--- src/lcd_pkg.sv ---
/*
  Shared constants for the loop-code detect and test-flag block.
  Assumes a single 25 MHz clock domain.
*/
package lcd_pkg;
  localparam int unsigned CLK_HZ = 25000000;
  localparam int unsigned PERSIST_S = 5;
  localparam int unsigned PERSIST_CYC = PERSIST_S * CLK_HZ;
  localparam int unsigned CNT_W = 28;

  // Register byte offsets
  localparam logic [7:0] OFS_CTRL = 8'h00;
  localparam logic [7:0] OFS_STAT = 8'h04;
  localparam logic [7:0] OFS_IRQ_STAT = 8'h08;
  localparam logic [7:0] OFS_IRQ_MASK = 8'h0C;

  // Control fields
  localparam int CTRL_EN_LO = 0;
  localparam int CTRL_EN_HI = 1;
  localparam int CTRL_SINGLE_RAIL = 2;
  localparam int CTRL_QRSS_EN = 3;
  localparam logic [3:0] CTRL_RESET = 4'h0;

  // Status and interrupt fields
  localparam int ST_FLAG = 0;
  localparam int ST_LOOPBACK = 1;
  localparam int ST_AIS = 2;
  localparam int ST_SYNC = 3;
  localparam int ST_BPV = 4;
  localparam int IRQ_W = 5;

  // Loop codes, sent repeatedly, newest bit in LSB
  localparam logic [4:0] LOOP_UP_CODE = 5'h01;
  localparam logic [2:0] LOOP_DOWN_CODE = 3'h1;

  typedef enum logic [1:0] {
    MODE_OFF = 2'h0,
    // Field is {enable_hi, enable_lo}: high bit alone watches loop-down
    MODE_UP = 2'h1,
    MODE_DOWN = 2'h2,
    MODE_AUTO = 2'h3
  } lcd_mode_t;

  typedef enum logic [2:0] {
    AST_IDLE = 3'h1,
    AST_WAIT_UP = 3'h2,
    AST_LOOPED = 3'h4
  } lcd_auto_t;
endpackage

--- src/lcd_top.sv ---
/*
  Loop-code detection, remote loopback control, test-status flags and
  bipolar violation insertion, with an APB register slave and interrupt.
  Assumes receive and transmit strobes are synchronous to clk_i.
*/
// Implementation choices: register access over APB and the register addresses.
// Operation
// - Each low-to-high of the insert request inserts one bipolar violation.
// - Violation goes into QRSS pattern or single-rail user data.
// - Insert request sampled on each transmit clock rising edge.
// - Enable bits 01 and 10 select manual, 11 automatic detection.
// - Manual: flag set after loop code present over five seconds.
// - Manual: flag held while code present, cleared when it stops.
// - Entering automatic mode clears flag and watches for loop-up.
// - Auto: loop-up over five seconds sets flag and loopback together.
// - Auto: flag stays high while loopback is active.
// - Auto: loop-down over five seconds drops loopback and flag.
// - Alarm output follows the all-ones detector state.
// - Sync output follows the QRSS detector state.
// - Mode 10 watches loop-down only, mode 01 loop-up only.
`timescale 1ns/1ps
module lcd_top
  import lcd_pkg::*;
#(
  parameter int unsigned PERSIST_CYCLES = lcd_pkg::PERSIST_CYC
) (
  input wire logic clk_i,
  input wire logic rst_n_i,
  input wire logic ce_i,
  input wire logic psel,
  input wire logic penable,
  input wire logic pwrite,
  input wire logic [7:0] paddr,
  input wire logic [31:0] pwdata,
  output logic [31:0] prdata,
  output logic pready,
  output logic pslverr,
  input wire logic transmit_clock_i,
  input wire logic violation_insert_req_i,
  input wire logic tx_data_i,
  input wire logic qrss_bit_i,
  output logic tx_pos_o,
  output logic tx_neg_o,
  input wire logic rx_bit_valid_i,
  input wire logic rx_data_i,
  input wire logic all_ones_det_i,
  input wire logic qrss_sync_det_i,
  output logic loop_code_flag_o,
  output logic remote_loopback_o,
  output logic all_ones_alarm_o,
  output logic test_pattern_sync_o,
  output logic irq_o
);
  import lcd_pkg::*;

  logic [3:0] ctrl;
  logic [IRQ_W-1:0] irq_stat;
  logic [IRQ_W-1:0] irq_mask;
  logic [IRQ_W-1:0] events;
  lcd_mode_t mode;
  lcd_mode_t mode_q;
  lcd_auto_t auto_st;
  logic manual_flag;
  logic auto_flag;
  logic up_present;
  logic up_expired;
  logic dn_present;
  logic dn_expired;
  logic transmit_clock_q;
  logic ins_q;
  logic ins_pend;
  logic ins_edge;
  logic transmit_clock_rise;
  logic last_pos;
  logic tx_mark;
  logic mode_enter;
  logic flag_prev;
  logic lb_prev;
  logic ais_prev;
  logic sync_prev;
  logic apb_wr;
  logic apb_rd;

  assign mode = lcd_mode_t'({ctrl[CTRL_EN_HI], ctrl[CTRL_EN_LO]});
  assign mode_enter = (mode != mode_q);
  assign apb_wr = psel && penable && pwrite;
  assign apb_rd = psel && !penable && !pwrite;

  // Both timers always run; mode logic picks which one is watched
  lcd_persist #(
    .LEN(5),
    .CODE(LOOP_UP_CODE),
    .LIMIT(PERSIST_CYCLES),
    .CNT_W(CNT_W)
  ) u_up (
    .clk_i(clk_i),
    .rst_n_i(rst_n_i),
    .ce_i(ce_i),
    .restart_i(mode_enter),
    .bit_valid_i(rx_bit_valid_i),
    .bit_i(rx_data_i),
    .present_o(up_present),
    .expired_o(up_expired)
  );

  lcd_persist #(
    .LEN(3),
    .CODE({2'h0, LOOP_DOWN_CODE}),
    .LIMIT(PERSIST_CYCLES),
    .CNT_W(CNT_W)
  ) u_down (
    .clk_i(clk_i),
    .rst_n_i(rst_n_i),
    .ce_i(ce_i),
    .restart_i(mode_enter),
    .bit_valid_i(rx_bit_valid_i),
    .bit_i(rx_data_i),
    .present_o(dn_present),
    .expired_o(dn_expired)
  );

  always_ff @(posedge clk_i or negedge rst_n_i) begin
    if (!rst_n_i) begin
      mode_q <= MODE_OFF;
    end else if (ce_i) begin
      mode_q <= mode;
    end
  end

  // Manual detection: flag is the live persistence result
  always_ff @(posedge clk_i or negedge rst_n_i) begin
    if (!rst_n_i) begin
      manual_flag <= 1'b0;
    end else if (ce_i) begin
      unique case (mode)
        MODE_DOWN: manual_flag <= dn_expired && dn_present && !mode_enter;
        MODE_UP: manual_flag <= up_expired && up_present && !mode_enter;
        MODE_OFF, MODE_AUTO: manual_flag <= 1'b0;
      endcase
    end
  end

  // Automatic detection with remote loopback
  always_ff @(posedge clk_i or negedge rst_n_i) begin
    if (!rst_n_i) begin
      auto_st <= AST_IDLE;
      auto_flag <= 1'b0;
    end else if (ce_i) begin
      if (mode != MODE_AUTO) begin
        auto_st <= AST_IDLE;
        auto_flag <= 1'b0;
      end else begin
        unique case (auto_st)
          AST_IDLE: begin
            auto_st <= AST_WAIT_UP;
            auto_flag <= 1'b0;
          end
          AST_WAIT_UP: begin
            if (up_expired) begin
              auto_st <= AST_LOOPED;
              auto_flag <= 1'b1;
            end
          end
          AST_LOOPED: begin
            if (dn_expired) begin
              auto_st <= AST_WAIT_UP;
              auto_flag <= 1'b0;
            end else begin
              auto_flag <= 1'b1;
            end
          end
          default: begin
            auto_st <= AST_IDLE;
            auto_flag <= 1'b0;
          end
        endcase
      end
    end
  end

  // Outputs and live status
  always_ff @(posedge clk_i or negedge rst_n_i) begin
    if (!rst_n_i) begin
      loop_code_flag_o <= 1'b0;
      remote_loopback_o <= 1'b0;
      all_ones_alarm_o <= 1'b0;
      test_pattern_sync_o <= 1'b0;
    end else if (ce_i) begin
      loop_code_flag_o <= manual_flag | auto_flag;
      remote_loopback_o <= auto_flag;
      all_ones_alarm_o <= all_ones_det_i;
      test_pattern_sync_o <= qrss_sync_det_i;
    end
  end

  // Transmit side: transmit_clock_i sampled as a synchronous input
  assign transmit_clock_rise = transmit_clock_i && !transmit_clock_q;
  assign ins_edge = transmit_clock_rise && violation_insert_req_i && !ins_q;
  assign tx_mark = ctrl[CTRL_QRSS_EN] ? qrss_bit_i : tx_data_i;

  always_ff @(posedge clk_i or negedge rst_n_i) begin
    if (!rst_n_i) begin
      transmit_clock_q <= 1'b0;
      ins_q <= 1'b0;
    end else if (ce_i) begin
      transmit_clock_q <= transmit_clock_i;
      if (transmit_clock_rise) begin
        ins_q <= violation_insert_req_i;
      end
    end
  end

  // Violation placed on next mark; AMI polarity otherwise alternates
  always_ff @(posedge clk_i or negedge rst_n_i) begin
    if (!rst_n_i) begin
      ins_pend <= 1'b0;
      last_pos <= 1'b0;
      tx_pos_o <= 1'b0;
      tx_neg_o <= 1'b0;
    end else if (ce_i && transmit_clock_rise) begin
      tx_pos_o <= 1'b0;
      tx_neg_o <= 1'b0;
      // Refused requests must not linger and fire after a later mode change
      if (ins_edge && !tx_mark && (ctrl[CTRL_SINGLE_RAIL] || ctrl[CTRL_QRSS_EN])) begin
        ins_pend <= 1'b1;
      end else if (!(ctrl[CTRL_SINGLE_RAIL] || ctrl[CTRL_QRSS_EN])) begin
        ins_pend <= 1'b0;
      end
      if (tx_mark) begin
        if ((ins_pend || ins_edge) && (ctrl[CTRL_SINGLE_RAIL] || ctrl[CTRL_QRSS_EN])) begin
          tx_pos_o <= last_pos;
          tx_neg_o <= !last_pos;
          ins_pend <= 1'b0;
        end else begin
          tx_pos_o <= !last_pos;
          tx_neg_o <= last_pos;
          last_pos <= !last_pos;
        end
      end
    end
  end

  // Interrupt events; set wins over write-one-to-clear
  assign events = {ins_edge, test_pattern_sync_o ^ sync_prev, all_ones_alarm_o ^ ais_prev,
                   remote_loopback_o ^ lb_prev, loop_code_flag_o ^ flag_prev};

  always_ff @(posedge clk_i or negedge rst_n_i) begin
    if (!rst_n_i) begin
      flag_prev <= 1'b0;
      lb_prev <= 1'b0;
      ais_prev <= 1'b0;
      sync_prev <= 1'b0;
      irq_stat <= '0;
    end else if (ce_i) begin
      flag_prev <= loop_code_flag_o;
      lb_prev <= remote_loopback_o;
      ais_prev <= all_ones_alarm_o;
      sync_prev <= test_pattern_sync_o;
      if (apb_wr && paddr == OFS_IRQ_STAT) begin
        irq_stat <= (irq_stat & ~pwdata[IRQ_W-1:0]) | events;
      end else begin
        irq_stat <= irq_stat | events;
      end
    end
  end

  always_ff @(posedge clk_i or negedge rst_n_i) begin
    if (!rst_n_i) begin
      irq_o <= 1'b0;
    end else if (ce_i) begin
      irq_o <= |(irq_stat & irq_mask);
    end
  end

  // APB slave: read data prepared in setup, pready high in access
  always_ff @(posedge clk_i or negedge rst_n_i) begin
    if (!rst_n_i) begin
      ctrl <= CTRL_RESET;
      irq_mask <= '0;
      prdata <= 32'h0000_0000;
      pready <= 1'b0;
      pslverr <= 1'b0;
    end else if (ce_i) begin
      pready <= psel && !penable;
      pslverr <= psel && !penable && !(paddr == OFS_CTRL || paddr == OFS_STAT
                 || paddr == OFS_IRQ_STAT || paddr == OFS_IRQ_MASK);
      if (apb_wr && pready) begin
        if (paddr == OFS_CTRL) begin
          ctrl <= pwdata[3:0];
        end
        if (paddr == OFS_IRQ_MASK) begin
          irq_mask <= pwdata[IRQ_W-1:0];
        end
      end
      if (apb_rd) begin
        unique case (paddr)
          OFS_CTRL: prdata <= {28'h0, ctrl};
          OFS_STAT: prdata <= {28'h0, test_pattern_sync_o, all_ones_alarm_o, remote_loopback_o,
                               loop_code_flag_o};
          OFS_IRQ_STAT: prdata <= {27'h0, irq_stat};
          OFS_IRQ_MASK: prdata <= {27'h0, irq_mask};
          default: prdata <= 32'h0000_0000;
        endcase
      end
    end
  end
endmodule

--- src/lcd_persist.sv ---
/*
  Periodic-code persistence timer: reports when a repeating code has been
  seen without a break for longer than the limit.
  Assumes at most one bit per enabled clock cycle, marked by bit_valid_i.
*/
`timescale 1ns/1ps
module lcd_persist #(
  parameter int unsigned LEN = 5,
  parameter logic [4:0] CODE = 5'h01,
  parameter int unsigned LIMIT = 125000000,
  parameter int unsigned CNT_W = 28
) (
  input wire logic clk_i,
  input wire logic rst_n_i,
  input wire logic ce_i,
  input wire logic restart_i,
  input wire logic bit_valid_i,
  input wire logic bit_i,
  output logic present_o,
  output logic expired_o
);
  logic [LEN-1:0] hist;
  logic [LEN-1:0] expect_hist;
  logic [2:0] fill;
  logic [CNT_W-1:0] cnt;
  logic match;

  // Pattern phase may be anything; accept any rotation of the code
  always_comb begin
    match = 1'b0;
    for (int r = 0; r < LEN; r++) begin
      expect_hist = LEN'((CODE[LEN-1:0] << r) | (CODE[LEN-1:0] >> (LEN - r)));
      if (hist == expect_hist) begin
        match = 1'b1;
      end
    end
    expect_hist = '0;
  end

  always_ff @(posedge clk_i or negedge rst_n_i) begin
    if (!rst_n_i) begin
      hist <= '0;
      fill <= 3'h0;
    end else if (ce_i && bit_valid_i) begin
      hist <= {hist[LEN-2:0], bit_i};
      if (fill != 3'(LEN)) begin
        fill <= fill + 3'h1;
      end
    end
  end

  // Count restarts on any break of the pattern
  always_ff @(posedge clk_i or negedge rst_n_i) begin
    if (!rst_n_i) begin
      cnt <= '0;
      present_o <= 1'b0;
      expired_o <= 1'b0;
    end else if (ce_i) begin
      present_o <= match && fill == 3'(LEN);
      if (restart_i || !(match && fill == 3'(LEN))) begin
        cnt <= '0;
        expired_o <= 1'b0;
      end else if (cnt < CNT_W'(LIMIT)) begin
        cnt <= cnt + CNT_W'(1);
      end else begin
        expired_o <= 1'b1;
      end
    end
  end
endmodule

--- config.mk ---
export PLATFORM = sky130hd
export DESIGN_NAME = lcd_top
export DESIGN_NICKNAME = d
export VERILOG_FILES = /design/src/lcd_pkg.sv /design/src/lcd_top.sv /design/src/lcd_persist.sv
export SDC_FILE = /design/constraint.sdc
export NUM_CORES = 1
export LEC_CHECK = 0
export ABC_AREA = 1
export BUFFER_PORTS_ARGS = -buffer_cell sky130_fd_sc_hd__buf_2
export CAP_MARGIN = 20
export CORE_AREA = 4 4 141 143
export CTS_BUF_LIST = sky130_fd_sc_hd__clkbuf_16
export CTS_CLUSTER_DIAMETER = 60
export DETAILED_ROUTE_END_ITERATION = 8
export DIE_AREA = 0 0 145 147
export PLACE_DENSITY = 0.63
export SYNTH_ARGS = -nofsm -noshare
export SYNTH_HDL_FRONTEND = slang
export SYNTH_SLANG_ARGS = --single-unit
export TNS_END_PERCENT = 30
--- constraint.sdc ---
create_clock -name clk_i -period 5.2 [get_ports clk_i]
set_clock_uncertainty 0.15 [all_clocks]
set_input_delay 0.26 -clock clk_i [delete_from_list [all_inputs] [get_ports clk_i]]
set_output_delay 0.26 -clock clk_i [all_outputs]
set_load 0.005 [all_outputs]
Word level (Yosys, flattened, before mapping)
Index checks and enable logic that the tools add are counted.

Bits of input ports: 54. Output and inout port bits: 41. Memories kept: 0. Bits in read-only memories: 0. Memory bits (writable): 0. Logic and storage cells: 171. Bits in latches: 0. Flip-flop bits (word level): 144.

Magnitude comparators: 2. Divide/modulo/power cells: 0. Muxes and demuxes: 36. Add/subtract/negate cells: 4. $mul: 0. Reductions and logical operators: 57. Shift-type cells: 0. Bitwise logic cells: 10. Eq/ne operators: 27.

Operators with widths (count): $mux 28 (4); $add 28x1->28 const B (2); $lt 28x27->1 const B (2); $mux 1 (24); $logic_and 1x1->1 (21); $pmux 5 s4 (1); $reduce_and 2->1 (10); $eq 8x4->1 const B (2); $and 5x5->5 (2); $logic_not 1->1 (10); $or 5x5->5 (2); $eq 3x2->1 const B (3); $eq 3x3->1 const B (3); $mux 3 (3); $ne 3x2->1 const B (3); $pmux 3 s3 (1); $reduce_and 3->1 (3); $eq 8x3->1 const B (1); $logic_not 8->1 (1); $logic_or 1x1->1 (7); $add 3x1->3 const B (2); $eq 3x1->1 const B (2); $eq 5x1->1 const B (1); $eq 5x2->1 const B (1); other kinds (19) (25).

Longest topological paths before layout
Gate-level depths: netlist (run 1).

Word-level depth: 11. Depth in mapped cells: 11. Gate-level depth less buffers: 11.

Hierarchy
A second synthesis (run 1) with hierarchy kept.

Cell total of the unflattened synthesis: 1096. Area, all modules: 7538.5 sq um.

Modules (own cells, without submodules): lcd_persist (u_up) (area an instance 2610.0 sq um, cells each 399, sequential area each 950.9 sq um, instances 1); lcd_persist (u_down) (area an instance 2508.7 sq um, cells each 384, sequential area each 900.9 sq um, instances 1); lcd_top (area an instance 2419.8 sq um, cells each 313, sequential area each 1077.3 sq um, instances 1).

Worst setup path before layout (run 1)
No wires, ideal clock.

Path type: flip-flop to flip-flop. Start: reg u_down.cnt[0]. End: reg u_down.cnt[16]. Required time: 4.933 ns. Stages on the path, launching flop included: 10. Buffers on the path: 0. Arrival: 1.429 ns. Slack: 3.504 ns. Setup time: 0.117 ns. Cells stage by stage: dfrtp_1 -> ha_1 -> nand2_1 -> nor2_2 -> nand2_1 -> nor2_1 -> xnor2_1 -> nor2_1 -> nand2_1 -> nand2_1.

Word-level cells in the longest chain between the ends: 3. Elaborated cells on any way between the ends: 6. Classes of those cells: add/sub (1); order compare (1); mux (2); reduce/logical (2).

Ends and longest elaborated chain: from (decl) (line lcd_persist.sv:25) `logic [CNT_W-1:0] cnt;`; from (signal assigned) (line lcd_persist.sv:64) `cnt <= cnt + CNT_W'(1);`; $add 28x1->28 or $lt 28x27->1 (tied branches) (line lcd_persist.sv:64, lcd_persist.sv:63); $mux 28 or $reduce_bool 2->1 (tied branches); $mux 28 or $reduce_and 2->1 (tied branches).

Several ways; a longest one is shown, not always the timed one. The select of a mux whose other input is x is not followed. A chain may end at the register's enable or synchronous reset.

Worst setup path after layout (run 1)
Start: reg u_up.cnt[17]. End: reg u_up.cnt[8].

Word-level cells in the longest chain between the ends: 3.

Ends and longest elaborated chain: from (decl) (line lcd_persist.sv:25); from (signal assigned) (line lcd_persist.sv:64); $lt 28x27->1 (line lcd_persist.sv:63) `end else if (cnt < CNT_W'(LIMIT)) begin`; $reduce_bool 2->1 (no source line); $reduce_and 2->1 (no source line).

Every way passes these cells.

==> flow_summary.yaml, run 1 <==
logic_synthesis:
  synth-simple-area-share_pct: 41.79
  synth_compound_area_share_pct: 4.093
  netlist_area_sq_mm: 0.007336
  synthMuxAreaShare_pct: 0.2900
  synth_warnings: 0
  synth_fa_ha_area_share_pct: 1.364
  synthTopCellsByArea: "dfrtp_1 (39%), nand2_1 (20%), nor2_1 (8.2%)"
  synth_top_family_by_area: "simple AND/OR/NAND/NOR gates"
  synth.distinct_cells: 41
  yosysTopAreaCellShare_pct: 38.55
  synth_top_cell_by_area: "dfrtp_1"
  yosys.area_share.xor_xnor_pct: 3.104
  synth_area_per_cell_sq_um: 6.805
  synth_cells: 1078
  synth-seq-cells: 114
  seq_area_frac_synth_pct: 38.90
floorplan:
  dieArea_sq_mm: 0.02132
  die_h_um: 147
  io_pins: 95
  die_w_um: 145
  initial_core_util_pct: 39.48
  design.core.area_sq_mm: 0.01858
  std_cell_rows: 50
cts:
  cts_tree: "yes"
  cts_sinks: 114
  cts-buffers-inserted: 17
  h-tree-depth: 4
  clkLatencyLatePin_ns: 0.43
  clk_pin_slew_ns: 0.06
  max-clock-path-buffers: 2
  cts_repair_resize_count: 0
  root_buffer: "clkbuf_16"
global_routing:
  grt_util_all_layers_pct: 16.65
  antenna_found_initial: 0
  grt.overflow.total: 0
  grt_first_pass_wirelength_um: 29760
  grt_start_max_net_pins: 67
  grt_pass1_vias: 6395
job:
  cap_viol_max_count: 0
power_and_ir_drop:
  p_leak_nw: 3.888
  power_per_cell_area_mw_per_mm2: 294.5
  ir_drop_v: 0.0002071
  total_power_mw: 2.433
setup_path:
  cpLargestDelayFamily: "simple AND/OR/NAND/NOR gates"
  worstPathCellList: "nand2_1 > inv_2 > nand2_1 > nand2_1 > a21oi_2 > nand3_2 > nand2_4 > nand2_1 > nand2_1"
  criticalPathCategory: "reg -> reg"
  critPathMaxStageDelay_ns: 0.52
  cp.buffers_inverters: 1
  crit_top_cell: "nand2_1"
  cp_slowest_cell: "nand3_2"
  cp-start-kind: "register"
  crit_path_end_kind: "register"
  cp.arrival_ns: 2.58
  crit_fanout: 28
  critPathRequiredTime_ns: 5.41
place:
  dp_hpwl_um: 11760
  place_ws_ns: 2.753
  io_buffers: 40
  dp_cells: 1328
  gp_routability_congestion: 0.8702
routing:
  via_per_inst: 4.790
  first_pass_iters: 5
  wire_per_inst_um: 12.34
  drc: 0
  detail_route.iter0.violations: 381
  wl_um: 16950
  final_antenna_net_count: 0
  vias: 6576
layout:
  drive_gt1_share_pct: 9.306
  layout.nets: 1188
  fillCellCount: 1909
  stdcell_count: 1373
  n_antenna_cell: 0
  final_core_util_pct: 44.46
  area_delta_synth_final_pct: 12.62
run_status:
  status: "finished, final reports clean"
sta:
  slew_headroom_pct: 45.00
  grt_setup_unrepaired: "no"
  finalHoldViolCount: 0
  worstMarginPinSlew_ns: 0.8250
  setup_ws_ns: 2.834
  tns_ns: 0
  setup_viol: 0
  fmax_ghz: 0.4226
  min_period_ns: 2.366
  period_share_pct: 45.50
  maxSlewViolCount: 0
hold_path:
  hold_path.class: "in -> reg"
## cell usage in the layout, fill, tap and decap left out, types with 2 or more instances in the layout
| cell type | count |
|---|---|
| a21oi_1 | 14 |
| a21oi_2 | 2 |
| buf_2 | 39 |
| buf_4 | 3 |
| clkbuf_16 | 17 |
| clkinvlp_4 | 2 |
| conb_1 | 27 |
| dfrtp_1 | 113 |
| dlygate4sd3_1 | 13 |
| ha_1 | 8 |
| inv_1 | 88 |
| inv_2 | 7 |
| inv_6 | 7 |
| inv_8 | 3 |
| nand2_1 | 397 |
| nand2_2 | 2 |
| nand2_4 | 4 |
| nand3_1 | 115 |
| nand3_2 | 3 |
| nand3_4 | 3 |
| nand4_1 | 17 |
| nor2_1 | 161 |
| nor2_2 | 4 |
| nor2_4 | 2 |
| nor3_1 | 9 |
| nor3_2 | 3 |
| o21ai_0 | 21 |
| o21ai_1 | 12 |
| or2_1 | 2 |
| xnor2_1 | 9 |
| xor2_1 | 17 |
## worst paths after layout
| check | from | endpoint | depth (start not counted) | slack [ns] |
|---|---|---|---|---|
| min in group asynchronous | rst_n_i | u_down.cnt[12] | 2 | 0.24 |
| setup / recovery | u_up.cnt[17] | u_up.cnt[8] | 9 | 2.83 |
| max in group asynchronous | rst_n_i | u_up.cnt[4] | 3 | 3.38 |
| hold / removal | pwrite | prdata[1] | 4 | 0.02 |
| setup reg to reg | u_up.cnt[17] | u_up.cnt[8] | 9 | 2.83 |
| hold reg to reg | prdata[2] | prdata[2] | 2 | 0.33 |
## Yosys cell counts
cell	instances
mux2i_1	1
nor4_1	1
inv_1	88
a221oi_1	1
xnor2_1	9
nor2_2	4
nand2_4	4
nand3b_1	1
nand4_1	17
mux2_2	1
conb_1	1
a21boi_1	1
nand3_4	3
nor2_4	2
a21oi_2	2
o21ai_1	12
or2_1	2
o22ai_1	1
buf_6	7
dfstp_2	1
buf_8	3
o21bai_1	1
nand2_2	2
dfrtp_1	113
clkinv_1	1
nand2_1	397
nor2_1	161
nor3_2	3
a32o_1	1
a21oi_1	14
buf_4	31
nand3_2	3
a211oi_1	1
xor2_1	17
ha_1	8
clkbuf_1	7
inv_2	7
nand3_1	115
nor3_1	9
o21ai_0	21
buf_2	4
## cell type report
| cell class | instances | area (sq um) | share of cell area, % |
|---|---|---|---|
| multi-input cells | 842 | 3816 | 46.19 |
| inverters | 96 | 360.3 | 4.362 |
| clock buffers | 17 | 425.4 | 5.149 |
| well taps | 234 | 292.8 | 3.544 |
| repair buffers | 55 | 347.8 | 4.210 |
| flip-flops and latches | 114 | 2854 | 34.54 |
| clock inverters | 15 | 165.2 | 1.999 |
## sequential cells by signal (all words and copies together) (netlist names), 2 cells and up
register     flops
irq_mask         5
auto_st          3
u_up.fill        3
prdata           5
ctrl             4
irq_stat         5
u_up.cnt        28
u_down.cnt      28
u_up.hist        3
u_down.fill      3
u_down.hist      2
mode_q           2
## power breakdown
group          internal, mW  leakage [nW]  switching (mW)  total (mW)
logic                0.0871          2.09           0.188       0.275
clock network         0.681         0.285           0.488        1.17
registers             0.944          1.51          0.0445       0.989
total                  1.71          3.89           0.721        2.43
## kinds of logic (layout without fill, tap and decap cells)
kind of cell    after synthesis  count (layout)
flops                       114             114
xor+xnor                     26              26
simple gates                724             724
buf+inv                     148             183
fa+ha+maj                     8               8
other cells                   1              27
compound gates               55              55
mux                           2               2
## stage by stage
stage	hold slack, ns	cell area (sq um)
global route	0.008278	8262
floorplan	-0.1856	7433
finish	0.01625	8262
CTS	0.001715	8262
global placement	0.1867	7541
detailed placement	0.1821	7541
## metal layers
metal | track usage [%] | vias to the layer above | wire (um)
met5 | 0 | - | 0
met4 | 5.558 | 0 | 220
met3 | 3.362 | 18 | 586
met2 | 28.12 | 109 | 7970
met1 | 21.50 | 3013 | 8172
li1 | - | 3436 | -
## worst reg2reg max path: stages, from the launching register on
cell,delay (ns)
dfrtp_1,0.44
nand2_1,0.15
inv_2,0.05
nand2_1,0.06
nand2_1,0.07
a21oi_2,0.18
nand3_2,0.52
nand2_4,0.51
nand2_1,0.11
nand2_1,0.08
## repair_timing
item / in CTS / in global routing
buffers inserted: 0 / 0
hold buffers: 13 / 0
endpoints found under the hold margin: 64 / 0
No activity file was read; power rests on OpenSTA's default activity.
==> inputs of run 2 (changes only) <==
- ABC_AREA: 1 -> 0
- CORE_AREA: 4 4 141 143 -> 4 4 130 132
- DIE_AREA: 0 0 145 147 -> 0 0 134 136
- PLACE_DENSITY: 0.63 -> 0.64
- clock period: 5.2 -> 2.4 ns (I/O delays scaled with it)
==> flow_summary.yaml, run 2 <==
run_status:
  status: "finished, final reports clean"
power_and_ir_drop:
  power_per_cell_area_mw_per_mm2: 689.8
  p_leak_nw: 3.202
  ir_drop_v: 0.0005054
logic_synthesis:
  synth_cells: 633
  yosysTopAreaCellShare_pct: 45.31
  synth_ff_type: "dfrtp_1"
  synthMuxAreaShare_pct: 7.097
  synth_most_common_cell: "dfrtp_1"
  seq_area_frac_synth_pct: 45.73
  synthArstFlopShare_pct: 100.0
  synth-simple-area-share_pct: 23.04
  synth_fa_ha_area_share_pct: 1.604
  synthTopCellsByArea: "dfrtp_1 (45%), xor2_1 (4.5%), nand2_1 (3.7%)"
  synth_top_cell_by_area: "dfrtp_1"
  synth_top_family_by_area: "simple AND/OR/NAND/NOR gates"
  netlist_area_sq_mm: 0.006241
  synth_warnings: 0
  synth_area_per_cell_sq_um: 9.859
  yosys.area_share.xor_xnor_pct: 5.192
  synth_compound_area_share_pct: 11.33
  synth_edf_count: 0
  synth-seq-cells: 114
  synth_common_cells: "dfrtp_1 (113), nand2_1 (61), nor2_1 (52)"
  synth.distinct_cells: 72
sta:
  setup_viol: 0
  finalHoldViolCount: 0
  min_period_ns: 2.283
  maxSlewViolCount: 0
  fmax_ghz: 0.4381
  period_share_pct: 95.11
  slew_headroom_pct: 57.40
  tns_ns: 0
  grt_setup_unrepaired: "no"
  worstMarginPinSlew_ns: 0.6371
routing:
  drc: 0
  final_antenna_net_count: 0
  detail_route.iter0.violations: 383
  vias: 4931
  first_pass_iters: 4
  via_per_inst: 5.240
  wire_per_inst_um: 14.43
  wl_um: 13580
job:
  cap_viol_max_count: 0
cts:
  root_buffer: "clkbuf_16"
  cts_sinks: 114
  cts-buffers-inserted: 17
  max-clock-path-buffers: 2
  clkLatencyLatePin_ns: 0.41
  cts_tree: "yes"
  clk_pin_slew_ns: 0.05
  h-tree-depth: 4
place:
  dp_hpwl_um: 9657
  gp_routability_congestion: 0.8637
  io_buffers: 40
  dpl-instance-area_sq_mm: 0.006695
setup_path:
  crit_path_end_kind: "register"
  crit_fanout: 5
  critPathRequiredTime_ns: 2.55
  criticalPathCategory: "in -> reg"
  cp.arrival_ns: 2.43
  ff2ff_setup_slack_ns: 0.18
  cp-start-kind: "input pin"
floorplan:
  die_w_um: 134
  die_h_um: 136
  io_pins: 95
  std_cell_rows: 46
  initial_core_util_pct: 39.72
  dieArea_sq_mm: 0.01822
  design.core.area_sq_mm: 0.01571
layout:
  layout.nets: 774
  multi_input_area_sq_mm: 0.003147
  biggestRegsByFlops: "u_down.cnt x28, u_up.cnt x28"
  final_common_cell: "dfrtp_1"
  final_cell_mix: "dfrtp_1 (113), nand2_1 (61), nor2_1 (51)"
  area_delta_synth_final_pct: 19.91
  regArea_sq_mm: 0.002854
  drive_gt1_share_pct: 19.03
  postLayoutCellArea_sq_mm: 0.007483
  n_antenna_cell: 0
  fillCellCount: 1484
global_routing:
  grt.overflow.total: 0
  antenna_found_initial: 0
  grt_util_all_layers_pct: 15.92
  grt_first_pass_wirelength_um: 23660
  grt_pass1_vias: 4855
  grt_start_max_net_pins: 55
hold_path:
  hold_path.class: "in -> reg"
run 2: kinds of logic after synthesis:
group / count (synthesis)
compound gates: 108
xor+xnor: 37
fa+ha+maj: 8
buf+inv: 68
flops: 114
mux: 36
other cells: 1
simple gates: 261
run 2: final cells by class:
cell class / count / area share, %
Clock buffer: 17 / 5.685
Tap cell: 216 / 3.611
Multi-Input combinational cell: 477 / 42.05
Timing Repair Buffer: 83 / 7.892
Clock inverter: 15 / 1.672
Sequential cell: 114 / 38.14
Inverter: 19 / 0.9530
run 2: through the flow:
step	util, %	cells	worst slack [ns]	hold slack [ns]	power [mW]
floorplan	-	659	0.3890	-0.3256	2.635
global placement	42.61	888	0.1469	0.01089	2.782
detailed placement	42.61	888	0.08611	0.01711	2.822
CTS	47.45	941	0.07522	0.04125	5.215
global route	47.63	941	0.003325	0.05377	5.416
finish	47.63	941	0.1174	0.04986	5.162
run 2: critical path, cell delays in order:
cell,delay (ns)
dlygate4sd3_1,0.53
buf_2,0.13
nor3_4,0.20
dlygate4sd3_1,0.67
nand2_2,0.13
nor3b_4,0.32
nand2_1,0.10
a22o_1,0.23
run 2: worst paths after layout:
kind,start,to,depth (start not counted)
worst max-delay path,paddr[1],irq_stat[0],8
worst min-delay path,paddr[0],ctrl[1],5
worst max register to register,u_down.cnt[20],u_down.cnt[3],6
worst min register to register,tx_neg_o,tx_neg_o,2
max in group asynchronous,rst_n_i,auto_st[0],3
min in group asynchronous,rst_n_i,u_up.fill[1],2
run 2: power by group:
group	switching (mW)	internal, mW
clock	0.853	1.49
sequential	0.134	2.07
combinational	0.334	0.284
run 2: repair_timing:
action | 4_1_cts | 5_1_grt
gates resized for setup | 0 | 6
hold endpoints to repair | 70 | 0
setup buffers | 0 | 0
endpoints found under the setup margin | 0 | 18
hold buffers | 21 | 0
run 2: routing by layer:
layer	GRT usage [%]	vias up	wire [um]
met5	0	-	0
met4	4.571	0	135
met2	26.08	88	6668
met3	4.071	13	514
met1	20.99	2432	6264
li1	-	2398	-
==> inputs of run 3 (changes only) <==
- CORE_AREA: 4 4 130 132 -> 4 4 110 112
- DIE_AREA: 0 0 134 136 -> 0 0 114 116
- PLACE_DENSITY: 0.64 -> 0.84
==> flow_summary.yaml, run 3 (synthesized netlist as in run 2, its figures left out) <==
sta:
  hold_ws_ns: 0.02087
  slew_headroom_pct: 51.02
  period_share_pct: 98.01
  setup_ws_ns: 0.04782
  fmax_ghz: 0.4251
  worstMarginPinSlew_ns: 0.7338
  finalHoldViolCount: 0
  maxSlewViolCount: 0
  min_period_ns: 2.352
  setup_viol: 0
  tns_ns: 0
  grt_setup_unrepaired: "yes"
routing:
  wire_per_inst_um: 17.31
  final_antenna_net_count: 0
  vias: 5203
  first_pass_iters: 5
  via_per_inst: 6.029
  drc: 0
  wl_um: 14940
  detail_route.iter0.violations: 371
setup_path:
  ff2ff_setup_slack_ns: 0.11
  critPathRequiredTime_ns: 2.55
  r2r-start: "u_up.hist[2]"
  crit_path_end_kind: "register"
  reg2regPathDepth: 6
  cp-start-kind: "input pin"
  r2r-end: "u_up.cnt[17]"
  cp.buffers_inverters: 3
  cp_slowest_cell: "dlygate4sd3_1"
  worstPathCellList: "dlygate4sd3_1 > buf_2 > nor3_4 > dlygate4sd3_1 > nand2_2 > nor3b_4 > nand2_1 > a22o_1"
  cp.arrival_ns: 2.50
  criticalPathCategory: "in -> reg"
  crit_start: "paddr[1]"
  critPathMaxStageDelay_ns: 0.70
  crit_top_cell: "dlygate4sd3_1"
  cpLargestDelayFamily: "buffers and inverters"
  crit_fanout: 5
layout:
  stdcell_count: 863
  n_antenna_cell: 0
  final_common_cell: "dfrtp_1"
  layout.nets: 769
  final_cell_mix: "dfrtp_1 (113), nand2_1 (60), nor2_1 (51)"
  area_delta_synth_final_pct: 18.12
  final_core_util_pct: 65.69
  drive_gt1_share_pct: 19.31
  biggestRegsByFlops: "u_down.cnt x28, u_up.cnt x28"
  postLayoutCellArea_sq_mm: 0.007372
place:
  dp_cells: 812
  dp_hpwl_um: 9645
  gp_routability_congestion: 0.8778
  place_ws_ns: 0.1186
  io_buffers: 40
  dpl-instance-area_sq_mm: 0.006581
floorplan:
  std_cell_rows: 39
  die_w_um: 114
  design.core.area_sq_mm: 0.01122
  dieArea_sq_mm: 0.01322
  io_pins: 95
  die_h_um: 116
  initial_core_util_pct: 55.61
power_and_ir_drop:
  ir_drop_v: 0.0006858
  power_per_cell_area_mw_per_mm2: 711.7
  p_leak_nw: 3.181
  total_power_mw: 5.246
hold_path:
  hold_end: "pslverr"
  min_from: "psel"
  min_path_cells: 4
  hold_path.class: "in -> reg"
cts:
  max-clock-path-buffers: 2
  root_buffer: "clkbuf_16"
  h-tree-depth: 4
  postCtsSetupBuffers: 0
  cts_tree: "yes"
  clk_pin_slew_ns: 0.06
  cts-buffers-inserted: 17
  cts_sinks: 114
  clkLatencyLatePin_ns: 0.42
run_status:
  status: "finished, final reports clean"
global_routing:
  grt_start_max_net_pins: 44
  antenna_found_initial: 0
  grt.overflow.total: 0
  grt_first_pass_wirelength_um: 24360
  grt_util_all_layers_pct: 23.16
  grt_pass1_vias: 5166
job:
  cap_viol_max_count: 0
-- run 3: cell types whose count changed in the layout (fill, tap and decap cells not counted), sizes merged --
cell         delta
buf             -3
clkinvlp        +2
clkinv          -4
dlygate4sd3     -2
inv             +2
-- run 3: worst max-delay path by stage --
stage / endpoint / depth (start not counted)
3_3_place_gp: u_up.cnt[22] / 7
6_report: irq_stat[1] / 8
4_1_cts: irq_mask[1] / 7
5_1_grt: irq_stat[2] / 8
3_5_place_dp: u_up.cnt[20] / 7
2_1_floorplan: u_up.cnt[13] / 5
-- run 3: worst min-delay path, delay by kind of cell --
kind | cells | cell delay [ns]
AND/OR/NAND/NOR | 2 | 0.25
AO/OA/AOI/OAI | 1 | 0.07
buffers and inverters | 1 | 0.10
-- run 3: where the power goes --
| group | internal [mW] | switching [mW] |
|---|---|---|
| logic | 0.283 | 0.344 |
| clock network | 1.51 | 0.895 |
| registers | 2.07 | 0.145 |
| total | 3.86 | 1.38 |
-- run 3: final cells by class --
cell class                 instances  area, sq um
clock buffer                      17        425.4
clock inverter                    15        145.1
fill                             810         3851
inverter                          19        71.32
multi-input combinational        477         3149
sequential                       114         2854
tap                              143        178.9
timing repair buffer              78        548.0
-- run 3: what timing repair did --
action	CTS	global route
hold buffers	19	0
gates resized for setup	0	7
setup endpoints to repair	0	16
hold endpoints to repair	141	0
-- run 3: metal layers --
metal | vias up | GRT usage (%) | wire, um
met3 | 49 | 6.319 | 968
met4 | 0 | 10.77 | 383
li1 | 2389 | - | -
met5 | - | 0 | 0
met1 | 2545 | 27.28 | 5892
met2 | 220 | 39.58 | 7691
